`config.mk`:
```
export PLATFORM = sky130hd
export DESIGN_NAME = rif_flags
export DESIGN_NICKNAME = d
export VERILOG_FILES = /design/src/rtl/rif_pkg.sv /design/src/rtl/rif_flags.sv /design/src/rtl/rif_sync2.sv
export VERILOG_INCLUDE_DIRS = /design/src /design/src/rtl
export SDC_FILE = /design/constraint.sdc
export NUM_CORES = 1
export LEC_CHECK = 0
export BUFFER_PORTS_ARGS = -buffer_cell sky130_fd_sc_hd__buf_2
export CAP_MARGIN = 30
export CORE_MARGIN = 2
export CORE_UTILIZATION = 40
export CTS_CLUSTER_SIZE = 10
export DETAILED_ROUTE_END_ITERATION = 10
export PLACE_DENSITY = 0.74
export SYNTH_ARGS = -nofsm -noshare
export SYNTH_HDL_FRONTEND = slang
export SYNTH_SLANG_ARGS = --single-unit
```
`constraint.sdc`:
```
create_clock -name aclk -period 4.83 [get_ports aclk]
set_input_delay 0.7245 -clock aclk [delete_from_list [all_inputs] [get_ports aclk]]
set_output_delay 0.7245 -clock aclk [all_outputs]
set_load 0.1 [all_outputs]
```
`src/rtl/rif_regs.svh`:
```
// register offsets, field positions and reset values of the radio flag block
// assumes a 12-bit byte address on the register bus, 32-bit data words
`ifndef RIF_REGS_SVH
`define RIF_REGS_SVH

// ----------------------------------------------------------------------
// offsets
// ----------------------------------------------------------------------
`define RIF_IDX_FLAGS1 8'h3E
`define RIF_IDX_FLAGS2 8'h3F
`define RIF_ADDR_FLAGS1 {2'h0, `RIF_IDX_FLAGS1, 2'h0}
`define RIF_ADDR_FLAGS2 {2'h0, `RIF_IDX_FLAGS2, 2'h0}
`define RIF_ADDR_CONFIG 12'h000
`define RIF_ADDR_IRQ_STATUS 12'h004
`define RIF_ADDR_IRQ_MASK 12'h008

// ----------------------------------------------------------------------
// flag bit positions, first register then second
// ----------------------------------------------------------------------
`define RIF_B_MODE_READY 7
`define RIF_B_RX_READY 6
`define RIF_B_TX_READY 5
`define RIF_B_LOCK 4
`define RIF_B_STRENGTH 3
`define RIF_B_TIMEOUT 2
`define RIF_B_PREAMBLE 1
`define RIF_B_SYNC 0
`define RIF_B_FULL 7
`define RIF_B_EMPTY 6
`define RIF_B_LEVEL 5
`define RIF_B_OVERRUN 4
`define RIF_B_SENT 3
`define RIF_B_PAYLOAD 2
`define RIF_B_CRC 1
`define RIF_B_BATTERY 0

// ----------------------------------------------------------------------
// config register fields and reset values
// ----------------------------------------------------------------------
`define RIF_CFG_STRENGTH 7:0
`define RIF_CFG_BUF_THR 14:8
`define RIF_CFG_CRC_ON 15
`define RIF_CFG_CRC_ACD 16
`define RIF_CFG_CONT 17
`define RIF_CFG_BAT_EN 18
`define RIF_CFG_TRIM 21:19
`define RIF_CFG_W 22
`define RIF_CFG_RESET 22'h100000
`define RIF_MASK_RESET 16'h0000
`define RIF_RESP_OKAY 2'h0
`define RIF_RESP_SLVERR 2'h2

`endif

```
`src/rtl/rif_pkg.sv`:
```
// types shared by the radio flag block
// assumes rif_regs.svh is on the include path
package rif_pkg;
`include "rif_regs.svh"

    // operating modes reported by the modem state machine
    typedef enum logic [2:0] {
        rif_sleep, rif_standby, rif_synthesizer_mode, rif_transmit, rif_receive
    } rif_mode_t;

    // events and levels from modem, packet engine and buffer
    typedef struct packed {
        logic osc_running;
        logic synth_locked;
        logic rx_sampling;
        logic rx_chain_done;
        logic pa_ramp_done;
        logic timeout;
        logic preamble;
        logic sync_match;
        logic overrun;
        logic packet_done;
        logic last_byte;
        logic crc_done;
        logic crc_good;
    } rif_evt_t;

    // whole state of the main module
    typedef struct packed {
        rif_mode_t mode_prev;
        logic empty_prev;
        logic [7:0] f1;
        logic [7:0] f2;
        logic [`RIF_CFG_W-1:0] cfg;
        logic [15:0] sts;
        logic [15:0] msk;
        logic aw_held;
        logic [11:0] aw_addr;
        logic w_held;
        logic [31:0] wdata;
        logic [3:0] wstrb;
        logic awready;
        logic wready;
        logic bvalid;
        logic [1:0] bresp;
        logic arready;
        logic rvalid;
        logic [31:0] rdata;
        logic [1:0] rresp;
        logic irq;
        logic flush;
    } rif_state_t;
endpackage : rif_pkg

```
`src/rtl/rif_flags.sv`:
```
// status flag block of an FSK/OOK radio with AXI4-Lite register access
// assumes event inputs on aclk; battery comparator output is asynchronous
// How it works
// - mode ready sets on mode reached, clears on change
// - receiver ready after receive chain settles
// - transmitter ready after amplifier ramp in transmit
// - lock flag follows synthesizer lock in active modes
// - strength flag sets over threshold, clears leave/w1c
// - timeout sets on event, clears leave/empty
// - preamble flag cleared only by writing one
// - sync flag clears leave/empty, w1c only continuous
// - full flag high exactly at 66 bytes
// - empty flag high while buffer holds nothing
// - level flag high when count exceeds threshold
// - overrun sets except sleep; w1c flushes buffer
// - packet sent in transmit, clears leaving transmit
// - payload ready after last byte, crc gated
// - crc pass sets on good crc, clears empty
// - battery low cleared only by writing one
// - battery compare only when enabled; trim default 010
//
// Added by the designer: the AXI4-Lite register port.
module rif_flags
    import rif_pkg::*;
#(
    parameter logic [6:0] BUF_DEPTH = 7'd66
) (
    input wire logic aclk,
    input wire logic aresetn,
    input wire logic [11:0] s_axi_awaddr,
    input wire logic s_axi_awvalid,
    output logic s_axi_awready,
    input wire logic [31:0] s_axi_wdata,
    input wire logic [3:0] s_axi_wstrb,
    input wire logic s_axi_wvalid,
    output logic s_axi_wready,
    output logic [1:0] s_axi_bresp,
    output logic s_axi_bvalid,
    input wire logic s_axi_bready,
    input wire logic [11:0] s_axi_araddr,
    input wire logic s_axi_arvalid,
    output logic s_axi_arready,
    output logic [31:0] s_axi_rdata,
    output logic [1:0] s_axi_rresp,
    output logic s_axi_rvalid,
    input wire logic s_axi_rready,
    input wire rif_pkg::rif_mode_t mode,
    input wire rif_pkg::rif_evt_t evt,
    input wire logic [7:0] measured_strength,
    input wire logic [6:0] buffer_count,
    input wire logic battery_below,
    output logic [2:0] battery_threshold_trim,
    output logic battery_detect_enable,
    output logic buffer_flush,
    output logic irq
);
    import rif_pkg::*;

    rif_state_t state;
    rif_state_t next_state;
    logic battery_below_sync;

    // ------------------------------------------------------------------
    // battery comparator crossing
    // ------------------------------------------------------------------
    rif_sync2 #(.WIDTH(1)) u_bat_sync (
        .aclk(aclk),
        .aresetn(aresetn),
        .async_in(battery_below),
        .sync_out(battery_below_sync)
    );

    // ------------------------------------------------------------------
    // next-state logic
    // ------------------------------------------------------------------
    logic do_write;
    logic do_read;
    logic [31:0] wmask;
    logic [31:0] wbits;
    logic [31:0] rd;
    logic rd_ok;
    logic wr_ok;
    logic [7:0] w1c1;
    logic [7:0] w1c2;
    logic mode_changed;
    logic in_rx;
    logic in_tx;
    logic leave_rx;
    logic leave_tx;
    logic is_empty;
    logic empty_edge;
    logic reached;
    logic payload_ok;
    logic [15:0] rises;

    always_comb begin
        next_state = state;
        do_write = state.aw_held && state.w_held && !state.bvalid;
        do_read = s_axi_arvalid && state.arready;
        for (int i = 0; i < 4; i++) begin
            wmask[i*8 +: 8] = {8{state.wstrb[i]}};
        end
        wbits = state.wdata & wmask;
        w1c1 = 8'h00;
        w1c2 = 8'h00;
        wr_ok = 1'b1;
        // write decode; flag writes only reach the clearable bits
        if (do_write) begin
            case (state.aw_addr)
                `RIF_ADDR_FLAGS1: begin
                    w1c1[`RIF_B_STRENGTH] = wbits[`RIF_B_STRENGTH];
                    w1c1[`RIF_B_PREAMBLE] = wbits[`RIF_B_PREAMBLE];
                    // only continuous mode lets software clear sync
                    w1c1[`RIF_B_SYNC] = wbits[`RIF_B_SYNC] && state.cfg[`RIF_CFG_CONT];
                end
                `RIF_ADDR_FLAGS2: begin
                    w1c2[`RIF_B_OVERRUN] = wbits[`RIF_B_OVERRUN];
                    w1c2[`RIF_B_BATTERY] = wbits[`RIF_B_BATTERY];
                end
                `RIF_ADDR_CONFIG: begin
                    next_state.cfg = (state.cfg & ~wmask[`RIF_CFG_W-1:0])
                        | wbits[`RIF_CFG_W-1:0];
                end
                `RIF_ADDR_IRQ_STATUS: begin
                    next_state.sts = state.sts & ~wbits[15:0];
                end
                `RIF_ADDR_IRQ_MASK: begin
                    next_state.msk = (state.msk & ~wmask[15:0]) | wbits[15:0];
                end
                default: begin
                    wr_ok = 1'b0;
                end
            endcase
        end

        // mode tracking
        mode_changed = mode != state.mode_prev;
        in_rx = mode == rif_receive;
        in_tx = mode == rif_transmit;
        leave_rx = state.mode_prev == rif_receive && !in_rx;
        leave_tx = state.mode_prev == rif_transmit && !in_tx;
        is_empty = buffer_count == 7'd0;
        empty_edge = is_empty && !state.empty_prev;
        next_state.mode_prev = mode;
        next_state.empty_prev = is_empty;

        // readiness of the requested mode
        case (mode)
            rif_sleep: reached = 1'b1;
            rif_standby: reached = evt.osc_running;
            rif_synthesizer_mode: reached = evt.synth_locked;
            rif_receive: reached = evt.rx_sampling;
            rif_transmit: reached = evt.pa_ramp_done;
            default: reached = 1'b0;
        endcase
        // a change restarts the wait, reaching is judged next cycle
        next_state.f1[`RIF_B_MODE_READY] = !mode_changed
            && (state.f1[`RIF_B_MODE_READY] || reached);
        next_state.f1[`RIF_B_RX_READY] = in_rx
            && (state.f1[`RIF_B_RX_READY] || evt.rx_chain_done);
        next_state.f1[`RIF_B_TX_READY] = in_tx
            && (state.f1[`RIF_B_TX_READY] || evt.pa_ramp_done);
        next_state.f1[`RIF_B_LOCK] = evt.synth_locked
            && (in_rx || in_tx || mode == rif_synthesizer_mode);
        // set beats a software clear in the same cycle
        next_state.f1[`RIF_B_STRENGTH] =
            (in_rx && measured_strength > state.cfg[`RIF_CFG_STRENGTH])
            || (state.f1[`RIF_B_STRENGTH] && in_rx && !w1c1[`RIF_B_STRENGTH]);
        next_state.f1[`RIF_B_TIMEOUT] = evt.timeout
            || (state.f1[`RIF_B_TIMEOUT] && !leave_rx && !empty_edge);
        next_state.f1[`RIF_B_PREAMBLE] = evt.preamble
            || (state.f1[`RIF_B_PREAMBLE] && !w1c1[`RIF_B_PREAMBLE]);
        next_state.f1[`RIF_B_SYNC] = evt.sync_match
            || (state.f1[`RIF_B_SYNC] && !leave_rx && !empty_edge
            && !w1c1[`RIF_B_SYNC]);

        // buffer levels follow the count directly
        next_state.f2[`RIF_B_FULL] = buffer_count == BUF_DEPTH;
        next_state.f2[`RIF_B_EMPTY] = is_empty;
        next_state.f2[`RIF_B_LEVEL] = buffer_count > state.cfg[`RIF_CFG_BUF_THR];
        next_state.f2[`RIF_B_OVERRUN] = (evt.overrun && mode != rif_sleep)
            || (state.f2[`RIF_B_OVERRUN] && !w1c2[`RIF_B_OVERRUN]);
        next_state.flush = w1c2[`RIF_B_OVERRUN];
        next_state.f2[`RIF_B_SENT] = in_tx
            && (state.f2[`RIF_B_SENT] || evt.packet_done);
        payload_ok = !state.cfg[`RIF_CFG_CRC_ON] || state.cfg[`RIF_CFG_CRC_ACD]
            || (evt.crc_done && evt.crc_good);
        next_state.f2[`RIF_B_PAYLOAD] = (in_rx && evt.last_byte && payload_ok)
            || (state.f2[`RIF_B_PAYLOAD] && !is_empty);
        next_state.f2[`RIF_B_CRC] = (in_rx && evt.crc_done && evt.crc_good)
            || (state.f2[`RIF_B_CRC] && !empty_edge);
        // comparator only counts while the detector is on
        next_state.f2[`RIF_B_BATTERY] =
            (battery_below_sync && state.cfg[`RIF_CFG_BAT_EN])
            || (state.f2[`RIF_B_BATTERY] && !w1c2[`RIF_B_BATTERY]);

        // sticky interrupt status from flag rises, set beats clear
        rises = {next_state.f1, next_state.f2} & ~{state.f1, state.f2};
        next_state.sts = next_state.sts | rises;
        next_state.irq = |(next_state.sts & next_state.msk);

        // write channel handshakes, address and data in either order
        if (s_axi_awvalid && state.awready) begin
            next_state.aw_held = 1'b1;
            next_state.aw_addr = s_axi_awaddr;
        end
        if (s_axi_wvalid && state.wready) begin
            next_state.w_held = 1'b1;
            next_state.wdata = s_axi_wdata;
            next_state.wstrb = s_axi_wstrb;
        end
        if (do_write) begin
            next_state.aw_held = 1'b0;
            next_state.w_held = 1'b0;
            next_state.bvalid = 1'b1;
            next_state.bresp = wr_ok ? `RIF_RESP_OKAY : `RIF_RESP_SLVERR;
        end else if (state.bvalid && s_axi_bready) begin
            next_state.bvalid = 1'b0;
        end
        next_state.awready = !next_state.aw_held;
        next_state.wready = !next_state.w_held;

        // read decode
        rd = 32'h0000_0000;
        rd_ok = 1'b1;
        case (s_axi_araddr)
            `RIF_ADDR_FLAGS1: rd[7:0] = state.f1;
            `RIF_ADDR_FLAGS2: rd[7:0] = state.f2;
            `RIF_ADDR_CONFIG: rd[`RIF_CFG_W-1:0] = state.cfg;
            `RIF_ADDR_IRQ_STATUS: rd[15:0] = state.sts;
            `RIF_ADDR_IRQ_MASK: rd[15:0] = state.msk;
            default: rd_ok = 1'b0;
        endcase
        if (do_read) begin
            next_state.rvalid = 1'b1;
            next_state.rdata = rd;
            next_state.rresp = rd_ok ? `RIF_RESP_OKAY : `RIF_RESP_SLVERR;
        end else if (state.rvalid && s_axi_rready) begin
            next_state.rvalid = 1'b0;
        end
        // one read in flight, so the address port waits for the answer
        next_state.arready = !next_state.rvalid;
    end

    // ------------------------------------------------------------------
    // state register
    // ------------------------------------------------------------------
    always_ff @(posedge aclk) begin
        if (!aresetn) begin
            state <= '0;
            state.mode_prev <= rif_sleep;
            state.empty_prev <= 1'b1;
            state.cfg <= `RIF_CFG_RESET;
            state.msk <= `RIF_MASK_RESET;
        end else begin
            state <= next_state;
        end
    end

    // outputs straight from the state flops
    assign s_axi_awready = state.awready;
    assign s_axi_wready = state.wready;
    assign s_axi_bvalid = state.bvalid;
    assign s_axi_bresp = state.bresp;
    assign s_axi_arready = state.arready;
    assign s_axi_rvalid = state.rvalid;
    assign s_axi_rdata = state.rdata;
    assign s_axi_rresp = state.rresp;
    assign battery_threshold_trim = state.cfg[`RIF_CFG_TRIM];
    assign battery_detect_enable = state.cfg[`RIF_CFG_BAT_EN];
    assign buffer_flush = state.flush;
    assign irq = state.irq;
endmodule : rif_flags

```
`src/rtl/rif_sync2.sv`:
```
// two-stage synchroniser for levels from outside the clock domain
// assumes a synchronous active-low reset on the same clock
module rif_sync2 #(
    parameter int WIDTH = 1
) (
    input wire logic aclk,
    input wire logic aresetn,
    input wire logic [WIDTH-1:0] async_in,
    output logic [WIDTH-1:0] sync_out
);
    typedef struct packed {
        logic [WIDTH-1:0] meta;
        logic [WIDTH-1:0] stable;
    } rif_sync_state_t;

    rif_sync_state_t state;
    rif_sync_state_t next_state;

    // first stage feeds only the second
    always_comb begin
        next_state.meta = async_in;
        next_state.stable = state.meta;
    end

    // register both stages
    always_ff @(posedge aclk) begin
        if (!aresetn) begin
            state <= '0;
        end else begin
            state <= next_state;
        end
    end

    assign sync_out = state.stable;
endmodule : rif_sync2

```
# == Word level (Yosys, flattened, before mapping) ==
# Index checks and enable logic that the tools add are counted.
# word_totals
regBits,159
input_bits,99
out_inout_bits,47
elab_cells,159
# op_classes
reduce_logical,77
muxes,28
eq_ne,15
magnitude_cmp,2
bitwise_logic,13
# op_table
operator,count
16-bit bitwise AND,4
"12-bit by 8-bit equality test with 1-bit output, second input constant",4
16-bit NOT,3
22-bit bitwise AND,2
8-bit one-hot mux with 5 select lines,1
37-bit 2-to-1 mux,1
1-bit logical AND,35
16-bit 2-to-1 mux,2
32-bit 2-to-1 mux,1
16-bit OR,2
"12-bit by 3-bit equality test with 1-bit output, second input constant",2
"12-bit by 4-bit equality test with 1-bit output, second input constant",2
12-bit logical NOT,2
8-bit one-hot mux with 3 select lines,1
22-bit NOT,1
22-bit OR,1
1-bit logical NOT,16
1-bit logical OR,16
16-bit OR reduction,1
1-bit 2-to-1 mux,15
13-bit 2-to-1 mux,1
5-bit OR reduction,2
8-bit > comparator,1
2-bit 2-to-1 mux,4
13 further kinds,15

# == Logic depth before layout (Yosys ltp) ==
# Gate-level depths: netlist (run 1).
# depth
ltp_word,12
ltp_mapped,10
mapped_depth_nobuf,9

# == By module ==
# From an unflattened synthesis (run 1), not the netlist that was laid out.
# unflattened
cells_unflattened,803
area_unflattened_um2,6658.9
# by_module_without_submodules
module,area_per_inst_um2,n_inst,cells_each
rif_flags,6606.3,1,799
rif_sync2,52.6,1,4

# == Worst setup path after synthesis (run 1) ==
# OpenSTA, ideal clock, no wires.
# synth_path
kind,register to register
from,register state[91] (netlist bit)
to,"register state, in the netlist irq"
stages_incl_launch_ff,11
required_time_ns,4.691
path_buffers,3
arrival_time_ns,2.760
setup_slack_ns,1.932
setup_time_ns,0.139
path_cell_list,dfxtp_1 -> or4_1 -> buf_2 -> or4_4 -> buf_6 -> or4_4 -> buf_6 -> mux2i_1 -> o22ai_1 -> nor4_1 -> a41oi_1
# synth_via
elab_chain_cells,10
# synth_lines
element,line_no,rtl
from (decl),rif_flags.sv:59,rif_state_t state;
from (signal assigned),rif_flags.sv:256,state <= next_state;
12-bit by 8-bit equality test with 1-bit output,rif_flags.sv:109,case (state.aw_addr)
1-bit 2-to-1 mux or 2-bit 2-to-1 mux (tied branches),rif_flags.sv:109,
1-bit 2-to-1 mux or 2-bit 2-to-1 mux (tied branches),rif_flags.sv:108,if (do_write) begin
1-bit logical NOT (on tied branches),-,
1-bit logical AND (on tied branches),-,
1-bit logical OR (on tied branches),-,
16-bit bitwise AND,rif_flags.sv:198,"rises = {next_state.f1, next_state.f2} & ~{state.f1, state.f2};"
16-bit OR,rif_flags.sv:199,next_state.sts = next_state.sts | rises;
16-bit bitwise AND *,rif_flags.sv:200,next_state.irq = |(next_state.sts & next_state.msk);
16-bit OR reduction *,rif_flags.sv:200,
# Mark *: on every way between the ends. The rest lies on a longest branch, timed or not.
# A chain may end at the register's enable or synchronous reset.

# == Final worst setup path (run 1) ==
# Ends and elaborated chain as after synthesis.

==> results of run 1 <==
==> worst paths after layout <==
path | end | slack (ns) | cells after the start
setup / recovery | irq | 1.61 | 7
hold reg to reg | u_bat_sync.sync_out | 0.43 | 1
setup reg to reg | irq | 1.61 | 7
hold / removal | u_bat_sync.sync_out | 0.43 | 1
==> logic make-up (layout without fill, tap and decap cells) <==
family / count (synthesis) / in the layout / synth area share (%)
and+or+nand+nor: 327 / 327 / 22.01
AOI/OAI and AO/OA: 146 / 146 / 13.32
DFF: 146 / 146 / 44.70
other: 1 / 14 / 0.05735
muxes: 53 / 53 / 8.247
adders and majority gates: 15 / 15 / 2.870
buffers and inverters: 103 / 186 / 8.400
xor gates and xnor gates: 3 / 3 / 0.4019
==> Yosys cell counts (3+ instances only) <==
master and number:
dfxtp_1 146, nand2_1 138, nor2_1 112, a21oi_1 78, mux2i_1 46, buf_4 39, clkbuf_1 33, inv_1 25
o21ai_0 16, ha_1 15, nand3_1 15, a211oi_1 10, nor3_1 10, a221oi_1 8, a22oi_1 8, and2_1 8
nor2b_1 8, o22ai_1 8, mux2_2 7, nor4_1 7, nand4_1 6, a21o_1 4, or4_1 4, and3_1 3
xor2_1 3
==> metrics by stage <==
step / power [W] / util (%) / instances / instance area [um^2] / hold slack [ns]
2_1_floorplan: 0.001538 / - / 805 / 6580 / 0.4119
3_3_place_gp: 0.001603 / 44.36 / 1070 / 7072 / 0.4137
3_5_place_dp: 0.001610 / 44.55 / 1073 / 7102 / 0.4194
4_1_cts: 0.003179 / 49.01 / 1104 / 7814 / 0.4324
5_1_grt: 0.003264 / 49.03 / 1105 / 7816 / 0.4507
6_report: 0.003176 / 49.04 / 1106 / 7819 / 0.4306
==> power groups by stage <==
stage | Combinational, W | Clock [W] | Sequential (W)
finish | 0.000315 | 0.00159 | 0.00127
global route | 0.000342 | 0.00164 | 0.00128
detailed placement | 0.000312 | 0 | 0.00130
CTS | 0.000315 | 0.00159 | 0.00127
global placement | 0.000306 | 0 | 0.00130
floorplan | 0.000229 | 0 | 0.00131
==> routing by layer <==
metal | part of all wire [%] | track usage, % | up-vias
li1 | - | - | 2826
met1 | 45 | 26.42 | 2661
met2 | 46 | 31.85 | 214
met3 | 6.9 | 4.383 | 26
met4 | 2.1 | 7.548 | 0
met5 | 0 | 0 | -
==> worst max-delay path: cells and delay by family, from the launching register on <==
kind	cells	cell delay, ns
simple gates	4	2.20
flops	1	0.31
compound gates	2	0.29
mux	1	0.27
==> final cells by class <==
class                           instances  share of cell area (%)
Clock buffer                           20                   5.841
Sequential cell                       146                   37.38
Tap cell                              216                   3.457
Clock inverter                         11                   3.265
Multi-Input combinational cell        556                   39.99
Antenna cell                            2                 0.06401
Timing Repair Buffer                  129                   8.737
Inverter                               26                   1.264
==> results list, run 1 <==
- Yosys printed 0 warnings.
- In the routed layout, each cell is associated on average with a via count of 5.178.
- The clock network burns 50.0% of the power.
* Flop and latch count out of synthesis: 146
- Area occupied by multi-input gates: 3127 um^2
- Gates resized, CTS repair: 0
* Worst hold path startpoint: u_bat_sync.next_state[0]
* Deepest level of the CTS H-tree: 4
- TritonCTS Sinks: 146
* Final critical-path required period: 3.217 ns
- STA classifies the critical path startpoint as a register.
- The post-route netlist has 19.71% of its cells at a drive strength greater than 1.
* Worst Clk Skew: 0.004888 ns
* Most used DFF post-synth: dfxtp_1
- Synthesis produced 794 cells.
- In the post-route analysis, the smallest setup slack over all paths is 1.613 ns.
- By instance count, the cell type seen most on the critical path is or4_4.
- Input/output buffers: 122
- Clock tree synthesis inserted a total of 17 buffers.
* Core region area: 15940 um^2
* Worst min-delay path category: register to register
* Top area cells in the synthesized netlist: dfxtp_1 (45%), nand2_1 (7.9%), mux2i_1 (7.0%)
- Headroom to the max-slew limit: 33.97%
* DIE AREA: 17390 um^2
* Launching element of the worst setup path: state[91]
- Data on the critical path is required at its endpoint by 5.10 ns.
- Initial Utilization: 41.01%
- The detailed router placed 5727 vias in this run.
- Number of pins exceeding their max-slew limit in the final report: 0
* Detailed Route WL: 17520 um
- Setup violations remaining at the end of the flow were counted as 0.
* Detailed-route wire length per cell: 15.84 um
- Pin count of the biggest net entering global routing: 134
- Data arrival time at the worst-slack endpoint: 3.48 ns
- The tool flagged a number of max-cap violations equal to 0.
- Setup repair after global routing missed its margin: false
* Unique masters post-synth: 50
* Beginning of the worst register-to-register path: state[91]
- Post-synthesis async set-or-reset flop share: 0%
- Net switching is 23.59% of the power.
- TritonCTS clock tree: built
- Number of remaining DRC errors: 0
- Critical path capture point type: register
- Most frequent standard cell in the layout excluding fill and tap cells: dfxtp_1
- Registers are responsible for 40.1% of the overall power.
* Clock latency of the later-clocked register in the worst-skew pair: 0.42 ns
- Total of fill cells in the finished design: 1529
- CTS Hold Bufs: 0
- Row generation in the floorplan step produced 46 rows.
- Vias in the first global route: 5429
* Antenna Violating Nets Remaining: 0
* Count of endpoints failing hold in the final timing report: 0
- Part of the total power dissipated in combinational logic: 9.9%
* Leading area contributor after synthesis: dfxtp_1
- Maximum vdd drop: 0.0002251 V
- Overall track demand over capacity in global routing: 19.93%
- I/O pin count: 146
- Count of flip-flops with a built-in enable after synthesis: 0
- First-pass GRT wire length: 27880 um
- Die boundary width: 131.9 um
- Register area: 2923 um^2
* Delay of the slowest cell on the worst path: 0.67 ns
* Count of buffers added by post-CTS timing repair for setup: 0
- After the last flow step, the layout net total stands at 990.
* Number of detailed-route iterations in the first pass: 4
- Bufs on Longest Clock Path: 2
* Path type of the worst setup path: register to register
- Walking the worst path, the cells encountered are or4_1 -> or4_4 -> or4_4 -> mux2i_1 -> o22ai_1 -> nor4_1 -> a41oi_1.
- Antenna violations before repair: 1
- The cell area that synthesis handed to floorplanning was 6539 um^2.
- Final HPWL DP: 12300 um
- For the pin with the worst max-slew slack, the measured transition is 0.9880 ns.
- Result of the run: finished clean
- Clock transition at path regs: 0.06 ns
- Sequential elements use 44.70% of the synthesized area.
- The detailed router finished its first iteration with 479 violations.
- Leakage: 3.221 nW
* Total overflow reported by the global router: 0
- Routability-driven placement congestion ratio: 0.8429
* Sw Pwr: 0.0007494 W
- At the placement stage, the worst setup path has a slack of 1.671 ns.
- Clock Root Buffer: clkbuf_16
* Max stage delay cell, worst path: or4_1
- Maximum fanout along the worst path: 8
- Share of the clock period used by the worst path after layout: 66.60%
- Area share of the largest cell type after synthesis: 44.70%
* Pwr Density: 406.2 nW/um^2
- Final TNS setup: 0 ns
- Top achievable clock speed: 310.9 MHz
- Relative to the synthesized area, the layout overhead comes to 19.58%.
- Internal power comes to 0.002427 W.
- Post-Syn Area per Cell: 8.235 um^2
- Die height: 131.9 um
- The library cells used most frequently in the layout, excluding fill and tap cells, are dfxtp_1 (146), nand2_1 (138), buf_2 (122).
Power figures use the tool's default switching activity.
==> run 2, diff against run 1 <==
--- a/config.mk
+++ b/config.mk
@@ -6,13 +6,14 @@
 export SDC_FILE = /design/constraint.sdc
 export NUM_CORES = 1
 export LEC_CHECK = 0
+export ABC_AREA = 1
 export BUFFER_PORTS_ARGS = -buffer_cell sky130_fd_sc_hd__buf_2
 export CAP_MARGIN = 30
 export CORE_MARGIN = 2
 export CORE_UTILIZATION = 40
 export CTS_CLUSTER_SIZE = 10
 export DETAILED_ROUTE_END_ITERATION = 10
-export PLACE_DENSITY = 0.74
+export PLACE_DENSITY = 0.76
 export SYNTH_ARGS = -nofsm -noshare
 export SYNTH_HDL_FRONTEND = slang
 export SYNTH_SLANG_ARGS = --single-unit
==> constraint.sdc (replaced) <==
create_clock -name aclk -period 2.7 [get_ports aclk]
set_input_delay 0.405 -clock aclk [delete_from_list [all_inputs] [get_ports aclk]]
set_output_delay 0.405 -clock aclk [all_outputs]
set_load 0.1 [all_outputs]
==> results list, run 2 <==
- The flow ran to the end, and the final reports show no timing, DRC or antenna violations.
* Num CTS Buffers: 17
* Post-route standard cell area excluding fillers: 7996 um^2
- The cell count after synthesis came out at 952.
- TritonCTS clock tree: built
- Share of post-route cells with drive strength above 1: 19.92%
- The total count of hold-check failures in the final report was 0.
- Summed over all layers, the global routing overflow is 0.
* Worst Clk Skew: 0.007344 ns
- Setup repair after global routing left no endpoint under its margin.
- Post-synthesis async set-or-reset flop share: 0%
- Compared with the post-synthesis result, the final layout area differs by 16.01%.
- For the worst-skew pair, the clock arrives at the later sink with an insertion delay of 0.42 ns.
- For this run, the number of Yosys warnings is 0.
- The number of gates resized after CTS was 0.
- The worst path uses 70.81% of the clock period.
- Of the synthesized area, sequential elements account for 42.40%.
- Final critical-path required period: 1.912 ns
- Timing analysis after detailed placement gives a worst setup slack of 0.6008 ns.
* Launching element type of the critical path: register
* Critical path capture point type: register
- Once the clock tree was built, the setup fixing pass inserted 0 buffers.
* Core region area: 16700 um^2
- Once detail routing completed, the nets flagged for antenna violations numbered 0.
* DIE AREA: 18300 um^2
- During placement, the flow inserted port buffers numbering 122.
- For this run, the post-layout net count is 1151.
* Routability-driven placement congestion ratio: 0.8786
- For this run, design rule violations remaining after detail routing come to 0.
* CTS Hold Bufs: 0
- Initial Utilization: 41.27%
- The die is 135.3 um tall.
* Top achievable clock speed: 523.1 MHz
- Along the worst hold path, the cell count comes to 3.
- Vias in the first global route: 5705
* Sw Pwr: 0.001497 W
- Of the total power, the clock network draws 43.4%.
- For the worst setup path, the data arrival time is 2.19 ns.
- Ranked by instance count, the synthesized netlist is headed by nand2_1 (200), dfxtp_1 (146), nor2_1 (124).
- Part of the total power dissipated in combinational logic: 12.9%
- The setup path with the least slack is of type register to register.
- Detailed-route wire length per cell: 14.17 um
- In this run the number of H-tree levels came out at 4.
- Leading area contributor after synthesis: dfxtp_1
- For the pin with the worst max-slew slack, the measured transition is 0.6577 ns.
- Count of flip-flops with a built-in enable after synthesis: 0
- Number of detailed-route iterations in the first pass: 5
- The die is 135.3 um wide.
* Final HPWL DP: 13330 um
- The top cell type by area accounts for 42.40% of the synthesized area.
* Headroom to the max-slew limit: 56.11%
- Unique masters post-synth: 42
- Worst reg2reg path depth: 12
* Setup-violating endpoint count in the final report: 0
- The first routing iteration left 397 violations.
* Worst min-delay path category: input port to register
- Switch share: 28.41%
- Flop and latch count out of synthesis: 146
- After detailed placement, the total cell area comes to 7428 um^2.
* Via density per instance: 4.909
- Along the worst path, the maximum fanout reaches 13.
* Top area cells in the synthesized netlist: dfxtp_1 (42%), nand2_1 (11%), nor2_1 (6.8%)
- Pwr Density: 658.9 nW/um^2
- Cell area after technology mapping: 6893 um^2
- The first global-routing pass estimated 28540 um of wire.
* Detailed Route WL: 17980 um
* Number of pins exceeding their max-slew limit in the final report: 0
* Clock transition at path regs: 0.06 ns
- Bufs on Longest Clock Path: 2
- Routed vias: 6229
- At the worst endpoint, the required time is 2.98 ns.
* Most used DFF post-synth: dfxtp_1
- Across the run, the number of max-cap violations was 0.
* Placement row count: 47
- The initial antenna violation count was 1.
- The average instance in the mapped netlist occupies 7.240 um^2.
- I/O pin count: 146
* Maximum vdd drop: 0.0004583 V
- Library cell with the highest instance count after synthesis: nand2_1
* Most frequent standard cell in the layout excluding fill and tap cells: nand2_1
- Internal power summed over all cells: 0.003772 W
* Most frequent cells in the layout: nand2_1 (200), dfxtp_1 (146), nor2_1 (124)
* TritonCTS Sinks: 146
- Reg power frac: 43.6%
* Leakage: 3.533 nW
- Worst Setup Slack, final: 0.7882 ns
* Final TNS setup: 0 ns
* Overall track demand over capacity in global routing: 19.93%
* Clock Root Buffer: clkbuf_16
- Pin count of the biggest net entering global routing: 52
* Antenna diode count: 0
## run 2: changes by cell type after synthesis, moves of 11 or more
cell | before | now
inv_1 | 25 | 94
inv_2 | 1 | 12
mux2i_1 | 46 | 0
nand2_1 | 138 | 200
nor2_1 | 112 | 124
o21ai_0 | 16 | 76
o21ai_1 | 0 | 15
o21ai_2 | 0 | 14
## run 2: final timing paths
path | start | to | slack, ns
worst min-delay path | battery_below | u_bat_sync.next_state[0] | 0.20
worst min register to register | u_bat_sync.next_state[0] | u_bat_sync.sync_out | 0.45
worst max-delay path | state[84] | irq | 0.79
worst max register to register | state[84] | irq | 0.79
## run 2: power by group through the flow
stage	sequential [W]	combinational (W)	clock, W
after floorplan	0.00237	0.000525	0
after global placement	0.00234	0.000671	0
after detailed placement	0.00235	0.000681	0
after CTS	0.00230	0.000684	0.00232
after global routing	0.00231	0.000745	0.00240
final	0.00230	0.000681	0.00229
## run 2: stage by stage
step	hold slack, ns	total power, W	util, %	std cells
after CTS	0.1858	0.005297	47.88	1269
after global placement	0.3963	0.003013	44.48	1238
after detailed placement	0.4164	0.003026	44.48	1238
final	0.1995	0.005269	47.88	1269
after floorplan	0.3905	0.002895	-	963
after global routing	0.1946	0.005450	47.88	1269
## run 2: routing by layer
layer	share of wire [%]	global-route usage [%]	up-vias
met2	45	31.73	228
li1	-	-	3186
met4	2.9	8.160	2
met5	0.061	0	-
met1	44	26.27	2780
met3	7.6	4.377	33
## run 2: area by class of cell
| class | instances | area (um^2) |
|---|---|---|
| Clock buffer | 18 | 429.2 |
| Clock inverter | 13 | 138.9 |
| Fill cell | 1668 | 8705 |
| Inverter | 108 | 405.4 |
| Multi-Input combinational cell | 635 | 3149 |
| Sequential cell | 146 | 2923 |
| Tap cell | 220 | 275.3 |
| Timing Repair Buffer | 129 | 675.6 |
## run 2: cell families (layout without fill, tap and decap cells)
logic type                 after synthesis  count (layout)  share of synthesized area (%)
other                                    1              12                        0.05440
DFF                                    146             146                          42.40
xor gates and xnor gates                 3               3                         0.3813
AOI/OAI and AO/OA                      220             220                          17.84
adders and majority gates               15              15                          2.723
and+or+nand+nor                        385             385                          24.09
buffers and inverters                  182             268                          12.51
## run 2: critical path, stage by stage, from the launching register on
cell	delay (ns)
dfxtp_1	0.33
nor2_1	0.11
nand2_1	0.13
nor2_8	0.26
nand2_4	0.22
o21ai_1	0.22
nand2_1	0.07
nand2_1	0.06
nand2_1	0.07
inv_2	0.05
nand2_1	0.06
nor2_2	0.12
a21oi_2	0.07
==> run 3, diff against run 2 <==
--- a/config.mk
+++ b/config.mk
@@ -13,7 +13,7 @@
 export CORE_UTILIZATION = 40
 export CTS_CLUSTER_SIZE = 10
 export DETAILED_ROUTE_END_ITERATION = 10
-export PLACE_DENSITY = 0.76
+export PLACE_DENSITY = 0.74
 export SYNTH_ARGS = -nofsm -noshare
 export SYNTH_HDL_FRONTEND = slang
 export SYNTH_SLANG_ARGS = --single-unit
==> constraint.sdc (replaced) <==
create_clock -name aclk -period 1.9 [get_ports aclk]
set_input_delay 0.285 -clock aclk [delete_from_list [all_inputs] [get_ports aclk]]
set_output_delay 0.285 -clock aclk [all_outputs]
set_load 0.1 [all_outputs]
==> results list, run 3 (synthesized netlist as in run 2, its figures left out) <==
* Share of post-route cells with drive strength above 1: 21.82%
* Die boundary width: 135.3 um
* Maximum fanout along the worst path: 2
* Total of fill cells in the finished design: 1654
- The min-delay analysis places its worst path in the category input port to register.
- Max stage delay cell, worst path: dfxtp_1
* Bufs on Longest Clock Path: 2
* Pwr Density: 922.0 nW/um^2
- Entering global routing, the biggest net connects 44 pins.
- From synthesis to final layout, the design area changed by 19.13%.
- The worst path uses 92.88% of the clock period.
* Number of detailed-route iterations in the first pass: 5
- Measured against its own limit, the worst slew margin works out to 52.23%.
- Summed over all failing endpoints, the final setup total negative slack is 0 ns.
* Worst slew pin tran: 0.7158 ns
* Detailed-route wire length per cell: 14.43 um
* Worst Clk Skew: 0.007305 ns
* TritonCTS Sinks: 146
- Together, buffers and inverters on the worst path number 2.
- Deepest level of the CTS H-tree: 4
* CTS Hold Bufs: 0
- Placement row count: 47
* Max-cap violation count: 0
- Measured in cells, the most critical reg-to-reg path has a length of 14.
- In this run, the number of DRC markers left after iteration 0 of detailed routing was 505.
- STA puts the critical path data arrival time at 2.13 ns.
- Vias in the first global route: 5833
- The worst-case IR drop observed on VDD is 0.0006434 V.
* I/O pin count: 146
- The max-slew violation count was 0.
- Along the worst hold path, the cell count comes to 3.
- Num CTS Buffers: 17
- The congestion estimate from routability-driven global placement came to 0.8443.
- STA classifies the critical path startpoint as a register.
* Core region area: 16700 um^2
* Overall track demand over capacity in global routing: 20.76%
* Top delay family on crit path: simple AND/OR/NAND/NOR gates
- Worst hold path startpoint: battery_below
- The signal on the critical path passes through inv_1 -> ha_1 -> nand2_1 -> inv_1 -> nand2_1 -> nand2_1 -> nand2_1 -> nand2_1 -> nand4_1 -> nand2_1 -> nand2_1 -> nand3_1 -> nor2_2 -> a21oi_2.
* Input/output buffers: 122
* Total overflow reported by the global router: 0
- Endpoint, Worst Hold: u_bat_sync.next_state[0]
* Setup slack, reg-to-reg: 0.14 ns
* CP required: 2.26 ns
* Most frequent cell on the critical path: nand2_1
- Routed vias: 6373
- First-pass GRT wire length: 29480 um
* DIE AREA: 18300 um^2
* Via density per instance: 4.948
- Critical path capture point type: register
* Detailed Route WL: 18590 um
* Leakage: 3.644 nW
- Most frequent cells in the layout: nand2_1 (199), dfxtp_1 (144), buf_2 (122)
- The run finished with clean final reports.
- The total count of hold-check failures in the final report came to 0.
- Die height: 135.3 um
* Antenna violations before repair: 1
- After the last flow step, the layout net total stands at 1169.
- The tightest hold path in the finished design has a slack of 0.07014 ns.
- Most frequent standard cell in the layout excluding fill and tap cells: nand2_1
- Setup violations remaining at the end of the flow were counted as 0.
- Once the floorplan was initialized, standard cells occupied 41.27% of the core.
- TritonCTS clock tree: built
* Delay of the slowest cell on the worst path: 0.38 ns
* Setup repair after global routing missed its margin: false
- Based on the critical path, the design can be clocked at up to 566.7 MHz.
- For the worst-skew pair, the clock arrives at the later sink with an insertion delay of 0.43 ns.
- Capturing point of the worst reg2reg path: irq
- Final critical-path required period: 1.765 ns
- The detail route stage leaves a number of antenna-violating nets equal to 0.
- The tree is rooted in a clkbuf_16.
* Number of remaining DRC errors: 0
- The number of antenna diodes in the final layout is 0.
* Clock transition at path regs: 0.06 ns
- The critical path is of the register to register type.
- Detailed placement ended at an HPWL of 13960 um.
run 3: cell count changes in the layout (fill, tap and decap cells not counted), moves of 3 or more:
| cell | before | now |
|---|---|---|
| buf_4 | 6 | 20 |
| buf_12 | 1 | 5 |
| nor2_2 | 4 | 7 |
| nor2_1 | 124 | 121 |
| clkinvlp_4 | 5 | 2 |
run 3: per-layer routing:
metal / up-vias / global-route usage [%] / part of all wire, %
li1: 3238 / - / -
met1: 2878 / 26.89 / 44
met2: 218 / 33.90 / 46
met3: 37 / 5.425 / 7.8
met4: 2 / 6.597 / 2.1
met5: - / 0 / 0.065
run 3: stage by stage:
stage | area (um^2) | util (%) | setup slack [ns] | instances | power [W]
detailed placement | 7589 | 45.44 | 0.1012 | 1254 | 0.004325
floorplan | 6937 | - | 0.1018 | 963 | 0.004114
finish | 8212 | 49.17 | 0.1353 | 1288 | 0.007571
CTS | 8162 | 48.87 | 0.07116 | 1286 | 0.007560
global route | 8212 | 49.17 | 0.01454 | 1288 | 0.007850
global placement | 7589 | 45.44 | 0.1095 | 1254 | 0.004304
run 3: final cells by class:
class                      count  area, um^2  share of cell area [%]
clock inverter                10       108.9                   1.326
timing repair buffer         147       860.8                   10.48
inverter                     108       405.4                   4.937
clock buffer                  22       464.2                   5.653
tap                          220       275.3                   3.352
sequential                   146        2925                   35.62
multi-input combinational    635        3172                   38.63
run 3: worst register-to-register path, cell delays in order (launching register included):
cell     delay [ns]
dfxtp_1        0.38
inv_1          0.07
ha_1           0.29
nand2_1        0.06
inv_1          0.06
nand2_1        0.05
nand2_1        0.06
nand2_1        0.05
nand2_1        0.08
nand4_1        0.21
nand2_1        0.12
nand2_1        0.05
nand3_1        0.08
nor2_2         0.05
a21oi_2        0.09
run 3: worst max path at each step:
stage / from / slack [ns] / depth (start not counted) / to
finish: register / 0.14 / 14 / irq
global route: register / 0.01 / 16 / irq
CTS: state[86] / 0.07 / 12 / irq
detailed placement: state[89] / 0.10 / 12 / irq
global placement: state[89] / 0.11 / 12 / irq
floorplan: s_axi_arready / 0.10 / 5 / s_axi_rdata[6]
run 3: timing repair:
| item | in CTS | in global routing |
|---|---|---|
| resized for setup | 0 | 6 |
| endpoints found under the hold margin | 0 | 0 |
| buffers inserted | 0 | 2 |
| setup endpoints to repair | 0 | 2 |
run 3: power breakdown:
part | leakage, nW | switching (W) | internal (W) | total, W
Combinational | 2.17 | 0.000741 | 0.000290 | 0.00103
Clock | 0.280 | 0.00128 | 0.00199 | 0.00327
Sequential | 1.19 | 0.0000809 | 0.00319 | 0.00327
